$ cat src/irq_sel_pkg.sv
// Functional notes
// - tx sel 00: request while one free
// - tx sel 00: none if several free
// - rx sel 00: request while one held
// - rx sel 00: none if several held
// - tx sel 01: pulse on all shifted
// - cleared complete flag needs new event
// - tx sel 10: pulse on becoming empty
// - rx sel 01: only at exactly half
// - rx sel 10: only at exactly three quarters
package irq_sel_pkg;
  localparam int FIFO_DEPTH = 8;
  localparam int CNT_W = 4;
  localparam logic [CNT_W-1:0] CNT_ONE = 4'h1;
  localparam logic [CNT_W-1:0] CNT_HALF = 4'h4;
  localparam logic [CNT_W-1:0] CNT_3Q = 4'h6;
  localparam logic [CNT_W-1:0] CNT_FULL = 4'h8;
  localparam logic [1:0] SEL_00 = 2'h0;
  localparam logic [1:0] SEL_01 = 2'h1;
  localparam logic [1:0] SEL_10 = 2'h2;
  // register indices on the plain port
  localparam logic [3:0] ADDR_CTRL = 4'h0;
  localparam logic [3:0] ADDR_STAT = 4'h1;
  localparam logic [3:0] ADDR_MASK = 4'h2;
  localparam logic [3:0] ADDR_LVL = 4'h3;
  // control field positions
  localparam int TXSEL_LSB = 14;
  localparam int RXSEL_LSB = 6;
  localparam logic [15:0] CTRL_RST = 16'h0000;
  localparam logic [1:0] MASK_RST = 2'h0;
  typedef struct packed {
    logic [CNT_W-1:0] tx_free;
    logic [CNT_W-1:0] rx_count;
    logic tx_idle;
  } occ_s;
endpackage

$ cat src/uart_fifo_interrupt_select.sv
// Decided for this implementation: the placing of the registers and the address-and-strobe port.
`timescale 1ns/100ps
module uart_fifo_interrupt_select
  import irq_sel_pkg::*;
(
  input wire logic SYS_CLK,
  input wire logic RST_N,
  input wire logic CE,
  input wire logic [3:0] ADDR,
  input wire logic [15:0] WDATA,
  input wire logic WR,
  input wire logic RD,
  output logic [15:0] RDATA,
  input wire occ_s OCC,
  output logic TX_IRQ_FLAG,
  output logic RX_IRQ_FLAG,
  output logic IRQ
);
  logic [15:0] ctrl_r;
  logic [1:0] stat_r;
  logic [1:0] stat_nxt;
  logic [1:0] mask_r;
  logic [15:0] rdata_r;
  logic [1:0] tx_irq_select;
  logic [1:0] rx_irq_select;
  logic tx_lvl, rx_lvl, tx_ev, rx_ev;
  logic tx_done, tx_empty, done_rise, empty_rise;

  // status read decode, shared by the clear path and its checks
  function automatic logic is_stat_rd(input logic rd, input logic [3:0] a);
    return rd && (a == ADDR_STAT);
  endfunction

  assign tx_irq_select = ctrl_r[TXSEL_LSB+:2];
  assign rx_irq_select = ctrl_r[RXSEL_LSB+:2];
  assign tx_done = OCC.tx_idle & (OCC.tx_free == CNT_FULL);
  assign tx_empty = OCC.tx_free == CNT_FULL;

  // level conditions: only exact counts qualify, a known defect kept as is
  always_comb begin
    tx_lvl = 1'b0;
    case (tx_irq_select)
      SEL_00: tx_lvl = OCC.tx_free == CNT_ONE;
      default: tx_lvl = 1'b0;
    endcase
    rx_lvl = 1'b0;
    case (rx_irq_select)
      SEL_00: rx_lvl = OCC.rx_count == CNT_ONE;
      SEL_01: rx_lvl = OCC.rx_count == CNT_HALF;
      SEL_10: rx_lvl = OCC.rx_count == CNT_3Q;
      default: rx_lvl = OCC.rx_count == CNT_FULL;
    endcase
  end

  irq_edge u_done (.clk(SYS_CLK), .rst_n(RST_N), .en(CE),
    .lvl(tx_done), .rise(done_rise));
  irq_edge u_empty (.clk(SYS_CLK), .rst_n(RST_N), .en(CE),
    .lvl(tx_empty), .rise(empty_rise));

  // events: completion is edge only, so a lasting idle line never re-arms
  always_comb begin
    case (tx_irq_select)
      SEL_01: tx_ev = done_rise;
      SEL_10: tx_ev = empty_rise;
      default: tx_ev = tx_lvl;
    endcase
    rx_ev = rx_lvl;
  end

  // sticky flags; read of status clears, a fresh event wins
  // level modes re-set while condition holds, edge modes do not
  always_comb begin
    stat_nxt = stat_r;
    if (is_stat_rd(RD, ADDR)) begin
      stat_nxt = 2'h0;
    end
    if (tx_ev) begin
      stat_nxt[0] = 1'b1;
    end
    if (rx_ev) begin
      stat_nxt[1] = 1'b1;
    end
  end

  always_ff @(posedge SYS_CLK) begin
    if (!RST_N) begin
      stat_r <= 2'h0;
    end else if (CE) begin
      stat_r <= stat_nxt;
    end
  end

  // control and mask writes
  always_ff @(posedge SYS_CLK) begin
    if (!RST_N) begin
      ctrl_r <= CTRL_RST;
      mask_r <= MASK_RST;
    end else if (CE && WR) begin
      if (ADDR == ADDR_CTRL) begin
        ctrl_r <= WDATA;
      end
      if (ADDR == ADDR_MASK) begin
        mask_r <= WDATA[1:0];
      end
    end
  end

  // read data valid the cycle after the strobe only
  always_ff @(posedge SYS_CLK) begin
    if (!RST_N) begin
      rdata_r <= 16'h0000;
    end else if (CE) begin
      rdata_r <= 16'h0000;
      if (RD) begin
        case (ADDR)
          ADDR_CTRL: rdata_r <= ctrl_r;
          ADDR_STAT: rdata_r <= {14'h0000, stat_r};
          ADDR_MASK: rdata_r <= {14'h0000, mask_r};
          ADDR_LVL: rdata_r <= {14'h0000, rx_lvl, tx_lvl};
          default: rdata_r <= 16'h0000;
        endcase
      end
    end
  end

  assign RDATA = rdata_r;
  assign TX_IRQ_FLAG = stat_r[0];
  assign RX_IRQ_FLAG = stat_r[1];
  assign IRQ = |(stat_r & mask_r);

  property p_tx_one;
    @(posedge SYS_CLK) disable iff (!RST_N)
      CE && tx_irq_select == SEL_00 && OCC.tx_free == CNT_ONE
      |=> TX_IRQ_FLAG;
  endproperty
  a_tx_one: assert property (p_tx_one) else $error("tx one free lost");

  property p_tx_many;
    @(posedge SYS_CLK) disable iff (!RST_N)
      CE && tx_irq_select == SEL_00 && OCC.tx_free > CNT_ONE
      |-> !tx_ev;
  endproperty
  a_tx_many: assert property (p_tx_many) else $error("tx many free");

  property p_rx_one;
    @(posedge SYS_CLK) disable iff (!RST_N)
      CE && rx_irq_select == SEL_00 && OCC.rx_count == CNT_ONE
      |=> RX_IRQ_FLAG;
  endproperty
  a_rx_one: assert property (p_rx_one) else $error("rx one lost");

  property p_rx_many;
    @(posedge SYS_CLK) disable iff (!RST_N)
      rx_irq_select == SEL_00 && OCC.rx_count > CNT_ONE |-> !rx_ev;
  endproperty
  a_rx_many: assert property (p_rx_many) else $error("rx many held");

  property p_done_once;
    @(posedge SYS_CLK) disable iff (!RST_N)
      CE && tx_irq_select == SEL_01 && tx_done && $past(tx_done)
      && $past(CE) |-> !tx_ev;
  endproperty
  a_done_once: assert property (p_done_once) else $error("done rearm");

  property p_done_set;
    @(posedge SYS_CLK) disable iff (!RST_N)
      CE && tx_irq_select == SEL_01 && done_rise |=> TX_IRQ_FLAG;
  endproperty
  a_done_set: assert property (p_done_set) else $error("done lost");

  property p_empty_once;
    @(posedge SYS_CLK) disable iff (!RST_N)
      CE && tx_irq_select == SEL_10 && tx_empty && $past(tx_empty)
      && $past(CE) |-> !tx_ev;
  endproperty
  a_empty_once: assert property (p_empty_once) else $error("empty");

  property p_rx_half;
    @(posedge SYS_CLK) disable iff (!RST_N)
      rx_irq_select == SEL_01 && OCC.rx_count != CNT_HALF |-> !rx_ev;
  endproperty
  a_rx_half: assert property (p_rx_half) else $error("rx half");

  property p_rx_3q;
    @(posedge SYS_CLK) disable iff (!RST_N)
      rx_irq_select == SEL_10 && OCC.rx_count != CNT_3Q |-> !rx_ev;
  endproperty
  a_rx_3q: assert property (p_rx_3q) else $error("rx 3q");

  property p_sticky;
    @(posedge SYS_CLK) disable iff (!RST_N)
      CE && TX_IRQ_FLAG && !(RD && ADDR == ADDR_STAT) |=> TX_IRQ_FLAG;
  endproperty
  a_sticky: assert property (p_sticky) else $error("flag dropped");

  property p_empty_set;
    @(posedge SYS_CLK) disable iff (!RST_N)
      CE && tx_irq_select == SEL_10 && empty_rise |=> TX_IRQ_FLAG;
  endproperty
  a_empty_set: assert property (p_empty_set) else $error("empty lost");

  // exact-count rx thresholds must still raise the flag when met
  property p_half_set;
    @(posedge SYS_CLK) disable iff (!RST_N)
      CE && rx_irq_select == SEL_01 && OCC.rx_count == CNT_HALF
      |=> RX_IRQ_FLAG;
  endproperty
  a_half_set: assert property (p_half_set) else $error("half lost");

  property p_3q_set;
    @(posedge SYS_CLK) disable iff (!RST_N)
      CE && rx_irq_select == SEL_10 && OCC.rx_count == CNT_3Q
      |=> RX_IRQ_FLAG;
  endproperty
  a_3q_set: assert property (p_3q_set) else $error("3q lost");

  property p_rx_sticky;
    @(posedge SYS_CLK) disable iff (!RST_N)
      CE && RX_IRQ_FLAG && !is_stat_rd(RD, ADDR) |=> RX_IRQ_FLAG;
  endproperty
  a_rx_sticky: assert property (p_rx_sticky) else $error("rx dropped");

  // a read with no fresh event must leave the flag clear
  property p_clear;
    @(posedge SYS_CLK) disable iff (!RST_N)
      CE && is_stat_rd(RD, ADDR) && !tx_ev |=> !TX_IRQ_FLAG;
  endproperty
  a_clear: assert property (p_clear) else $error("flag not cleared");

  // frozen clock enable: nothing moves, pending strobes are dropped
  property p_freeze;
    @(posedge SYS_CLK) disable iff (!RST_N)
      RST_N && !CE
      |=> $stable(stat_r) && $stable(ctrl_r) && $stable(mask_r);
  endproperty
  a_freeze: assert property (p_freeze) else $error("state moved");
endmodule

$ cat src/irq_edge.sv
`timescale 1ns/100ps
// rising-edge detector on a same-clock level
module irq_edge (
  input wire logic clk,
  input wire logic rst_n,
  input wire logic en,
  input wire logic lvl,
  output logic rise
);
  logic prev_r;
  // prev starts high so a level already true at reset is no event
  always_ff @(posedge clk) begin
    if (!rst_n) begin
      prev_r <= 1'b1;
    end else if (en) begin
      prev_r <= lvl;
    end
  end
  assign rise = en & lvl & ~prev_r;
endmodule

$ cat config.mk
export PLATFORM = sky130hd
export DESIGN_NAME = uart_fifo_interrupt_select
export DESIGN_NICKNAME = d
export VERILOG_FILES = /design/src/irq_sel_pkg.sv /design/src/uart_fifo_interrupt_select.sv /design/src/irq_edge.sv
export SDC_FILE = /design/constraint.sdc
export NUM_CORES = 1
export LEC_CHECK = 0
export BUFFER_PORTS_ARGS = -buffer_cell sky130_fd_sc_hd__buf_2
export CORE_MARGIN = 2
export CORE_UTILIZATION = 45
export CTS_BUF_LIST = sky130_fd_sc_hd__clkbuf_2
export DETAILED_ROUTE_END_ITERATION = 10
export PLACE_DENSITY = 0.78
export REMOVE_ABC_BUFFERS = 1
export SETUP_SLACK_MARGIN = 0.3
export SLEW_MARGIN = 20
export SYNTH_ARGS = -nofsm -noshare
export SYNTH_HDL_FRONTEND = slang
export SYNTH_SLANG_ARGS = --single-unit
$ cat constraint.sdc
create_clock -name SYS_CLK -period 1.6 [get_ports SYS_CLK]
set_input_delay 0 -clock SYS_CLK [delete_from_list [all_inputs] [get_ports SYS_CLK]]
set_output_delay 0 -clock SYS_CLK [all_outputs]
set_load 0.02 [all_outputs]
==> results of run 1 <==
## registers in the layout, summed over array words and instances, names as in the netlist
signal          count
mask_r              2
ctrl_r             16
RDATA              16
stat_r              2
u_empty.prev_r      1
u_done.prev_r       1
## path summary, 6_finish.rpt
kind | endpoint | slack (ns) | cells past startpoint
worst max-delay path | mask_r[0] | 0.28 | 6
worst min-delay path | stat_r[0] | -0.0003 | 4
worst max register to register | mask_r[0] | 0.33 | 3
worst min register to register | ctrl_r[9] | 0.49 | 2
## cell usage after synthesis (2+ instances only)
library cell,n
a21boi_0,5
a21boi_1,13
a32oi_1,14
and3_1,2
and3b_1,2
buf_2,5
buf_6,3
clkbuf_1,7
dfxtp_1,38
ha_1,6
inv_1,7
mux2_2,2
nand2_1,6
nand3_1,17
nand4_1,3
nor2b_1,19
nor3b_2,2
o2111ai_1,3
o21ai_0,9
o21ai_1,11
o22ai_1,2
xnor2_1,4
## cell type report
cell class | instances | area, sq um
clock buffer | 5 | 25.0
clock inverter | 2 | 33.8
fill | 330 | 1400
inverter | 7 | 26.3
multi-input combinational | 134 | 982
sequential | 38 | 766
tap | 50 | 62.6
timing repair buffer | 95 | 679
## worst reg2reg max path, cell delays in order (launching register included)
cell and delay [ns]:
dfxtp_1 0.39, o21ai_1 0.08, a21boi_1 0.19, dlygate4sd3_1 0.57
## cells by family after synthesis
family,after synthesis,synth area share (%)
AOI/OAI and AO/OA,64,24.6
adders and majority gates,6,4.06
DFF,38,41.2
and+or+nand+nor,58,20.2
muxes,2,1.22
buffers and inverters,23,6.84
xor gates and xnor gates,4,1.90
## what timing repair did
action                                  CTS  global route
hold buffers                             30             0
buffers inserted                          0             5
pin swaps                                 0             6
gates resized for setup                   1            13
endpoints found under the setup margin    1            10
endpoints found under the hold margin    25             0
## stage by stage
stage / util (%) / worst slack [ns] / total power, uW
after floorplan: - / 0.409 / 1050
after global placement: 53.7 / 0.367 / 1150
after detailed placement: 53.7 / 0.319 / 1160
after CTS: 62.7 / 0.306 / 1760
after global routing: 64.8 / 0.217 / 1840
final: 64.8 / 0.284 / 1760
## routing by layer
layer,track usage [%],vias up,wire length (um)
li1,-,889,-
met4,9.00,0,68
met5,0,-,0
met1,25.7,843,2150
met2,38.0,66,2380
met3,4.11,6,283
## power by group through the flow
stage	sequential [uW]	clock, uW	combinational (uW)
after detailed placement	981	0	175
after CTS	961	566	228
after global placement	980	0	173
after floorplan	981	0	69.2
final	961	557	242
after global routing	963	613	259
==> run metrics, run 1 <==
outcome=finished, violations left; failing checks=negative hold slack; TritonCTS buffer count=5; post-synthesis register bit count=38; EDFF count, synth=0; Routed WL=4890 um; H-tree depth=2; starting density of the core=46.5%; Psw=424 uW; RR Startpoint=mask_r[0]; non-filler cells, final=331; Avg WL per Cell=14.8 um; DP Area=2130 sq um; DRT iter0 DRCs=122; Worst slew margin=59.4%; CP max stage delay=0.56 ns; Hold WC Path Type=primary input to flip-flop; type of the worst setup path=primary input to flip-flop; Die Area=4640 sq um; clock root cell=clkbuf_2; Worst-Margin Slew=0.600 ns; Cells after Synth=195; sequential share of the synthesized area=41.2%; die height=68.1 um; fin crit share=82.3%; first-pass GRT wire length=7500 um; final hold slack=-0.000309 ns; critical path startpoint category=primary input; largest net degree at the start of global routing=27; dpl hpwl=3040 um; worst vdd ir=0.000515 V; vias per inst=5.45; Remaining Overflow, GRT=0; vias in the first global route=1681; clock buffer depth=2; Req. time, crit path=1.90 ns; final setup fails=0; Syn Std Cell Area=1850 sq um; Area contributors post-synth=dfxtp_1, a32oi_1, nor2b_1; final setup skew=0.0203 ns; Core Footprint=3970 sq um; synth warn=0; Hold Crit Start=OCC[7]; setup tns final=0 ns; switching fraction of total power=24.1%; Worst-Skew Late Latency=0.39 ns; Final ANT Viol Nets=0; proportion of layout cells with a drive suffix above 1=30.6%; Vias=1804; DRC=0; crit end category=flip-flop; Top Ports=53; Area growth, synth to finish=39.3%; RSZ-0062 raised after global routing=no; CP delay by family, top=buffers and inverters; P_leak=0.00105 uW; Rows=23; post-placement cell count=289; Logic pwr share=13.8%; crit-path cells=buf_2 -> or4b_4 -> buf_12 -> o21ai_1 -> a21boi_1 -> dlygate4sd3_1; GP Congestion=0.721; most frequent cells in the layout=buf_2, dfxtp_1, dlygate4sd3_1; Slew Viols, Final=0; ys async rst share=0%; Max FO, Critical Path=4; Sequential Power Share=54.6%; Sink Count=38; Syn Area/Cell=9.48 sq um; crit path time final=1.32 ns; Worst Path Buf+Inv=3; PortBufs=52; post-synth top area cell=dfxtp_1; Distinct cells, synth=37; Synth top area share=41.2%; # diodes=0; Clk pin slew, worst setup/hold paths=0.18 ns; slowest library cell on the worst path=dlygate4sd3_1; Final nets=321; ys flop type=dfxtp_1; Power Dens Cells=684 nW/um^2; antenna violations before repair=0; CTS tree=yes; final instance area=2570 sq um; max-cap violation count=0; clock share of power=31.6%; TritonRoute pass-1 iters=4; Max Clk Rate=760 MHz; gr usage total=21.6%; commonest non-fill, non-tap cell in the layout=buf_2; Int Pwr=1340 uW; Critical Path Source=ADDR[3]; Hold Violations, Final=1; Critical Path AT=1.62 ns; Die W=68.1 um
(Power assumes the default switching activity.)
==> run 2: changes to the inputs <==
Clock period 1.6 ns to 1.3 ns, I/O delays scaled along.
==> run 2 against run 1 <==
Compared with the run above: the run still ends with negative hold slack left; final area up 3.6%; non-clock buffer count shrank 3; clock-buffer cell count stayed put; global-route usage rose by 2.2 points; sequential share of layout area shrank 0.86 points; largest cell class unchanged.
==> run metrics, run 2 (synthesis gave the netlist of run 1 again) <==
Rows=23 (unchanged); Critical Path AT=1.49 ns (-0.13 ns); Final nets=318 (-0.93%); Hold WC Path Type=primary input to flip-flop; uppermost routed layer=met4; dpl hpwl=3120 um (+2.6%); setup tns final=0 ns (unchanged); Routed met3 length=333 um (+18%); TritonCTS buffer count=5 (unchanged); antenna violations before repair=0 (unchanged); Max Clk Rate=828 MHz; final hold slack=-0.0165 ns (-0.0161 ns); post-placement cell count=296 (+2.4%); Power Dens Cells=815 nW/um^2 (+19%); vias in the first global route=1799 (+7.0%); DP Area=2200 sq um (+3.1%); Core Footprint=3970 sq um (unchanged); Slew Viols, Final=0 (unchanged); P_leak=0.00105 uW (+0.34%); clock root cell=clkbuf_2; H-tree depth=2 (unchanged); Top Ports=53 (unchanged); Worst slew margin=63.7% (+4.3 points); clock buffer depth=2 (unchanged); GP Congestion=0.780 (+8.2%); vias per inst=5.64 (+3.5%); Hold Violations, Final=1 (unchanged); die height=68.1 um (unchanged); Worst-Margin Slew=0.544 ns (-0.0560 ns); Req. time, crit path=1.58 ns (-0.32 ns); starting density of the core=46.5% (unchanged); crit end category=flip-flop; Clk pin slew, worst setup/hold paths=0.19 ns (about the same); largest net degree at the start of global routing=26 (-3.7%); worst-case reg-to-reg path depth=5 (+2); proportion of layout cells with a drive suffix above 1=38.8% (+8.2 points); Avg WL per Cell=15.9 um (+7.5%); final instance area=2670 sq um (+3.6%); Hold Crit Start=OCC[7]; fin crit share=92.9%; Area growth, synth to finish=44.4%; final setup margin=0.0926 ns (-0.191 ns); gr usage total=23.8% (+2.2 points); Critical Path Source=ctrl_r[15]; type of the worst setup path=flip-flop to flip-flop; final setup fails=0 (unchanged); outcome=finished, violations left; most frequent cells in the layout=buf_2, dfxtp_1, dlygate4sd3_1; fill count=322 (-2.4%); Max FO, Critical Path=2 (-2); failing checks=negative hold slack; Final ANT Viol Nets=0 (unchanged); max-cap violation count=0 (unchanged); CTS tree=yes; worst vdd ir=0.000581 V (+13%); final setup skew=0.00761 ns (-0.0127 ns); critical path startpoint category=flip-flop; pre-CTS setup slack=0.0268 ns (-0.292 ns); Routed WL=5210 um (+6.6%); Die W=68.1 um (unchanged); DRT iter0 DRCs=108 (-11%); Die Area=4640 sq um (unchanged); first-pass GRT wire length=8250 um (+10%); Reg2Reg Setup Slack=0.09 ns (-0.24 ns); crit path time final=1.21 ns; DRC=0 (unchanged); Setup crit end=stat_r[0]; reg2reg end=stat_r[0]; PortBufs=52 (unchanged); TritonRoute pass-1 iters=4 (unchanged); Worst-Skew Late Latency=0.38 ns (about the same); Remaining Overflow, GRT=0 (unchanged); Vias=1850 (+2.5%); M1 WL=2050 um (-4.6%); met2 WL=2760 um (+16%); non-filler cells, final=328 (-0.91%); Sink Count=38 (unchanged); # diodes=0 (unchanged); RR Startpoint=ctrl_r[15]; RSZ-0062 raised after global routing=yes; commonest non-fill, non-tap cell in the layout=buf_2
-- run 2: cell types whose count changed in the layout (fill, tap and decap cells not counted), sizes merged --
cell          change
dlymetal6s4s      -1
buf               +6
dlygate4sd3       -7
clkbuf            -1
-- run 2: routing by layer --
metal,vias up,GRT usage (%)
met3,11,4.61
met1,875,28.0
met2,74,42.1
met4,0,9.75
met5,-,0
li1,890,-
-- run 2: critical path: stages, from the launching register on --
cell and delay (ns):
dfxtp_2 0.39, inv_2 0.07, ha_4 0.15, and3b_1 0.19, o2111ai_4 0.19, o311ai_2 0.13
-- run 2: final cells by class --
type	count	area, sq um	area share (%)
multi-input combinational	134	1110	41.4
sequential	38	771	28.9
timing repair buffer	92	639	24.0
tap	50	62.6	2.34
clock inverter	2	33.8	1.27
inverter	7	31.3	1.17
clock buffer	5	25.0	0.938
-- run 2: worst min path at each step --
| stage | end | depth (start not counted) |
|---|---|---|
| 6_report | stat_r[0] | 4 |
| 5_1_grt | stat_r[0] | 4 |
| 4_1_cts | stat_r[0] | 4 |
| 3_5_place_dp | u_done.prev_r | 3 |
| 3_3_place_gp | u_done.prev_r | 3 |
| 2_1_floorplan | u_done.prev_r | 2 |
-- run 2: what timing repair did --
action | in CTS | in global routing
buffers inserted | 2 | 1
hold buffers | 24 | 0
cloned | 0 | 0
setup endpoints to repair | 5 | 18
pin swaps | 12 | 6
hold endpoints to repair | 24 | 0
gates resized for setup | 24 | 14
-- run 2: metrics by stage --
stage          total power [uW]  utilization [%]
6_report                   2180             67.2
5_1_grt                    2270             67.2
4_1_cts                    2180             65.8
3_5_place_dp               1430             55.3
3_3_place_gp               1430             55.3
2_1_floorplan              1290                -
-- run 2: power breakdown --
part | switching [uW] | internal [uW]
Sequential | 8.47 | 1170
Combinational | 148 | 155
Clock | 379 | 310
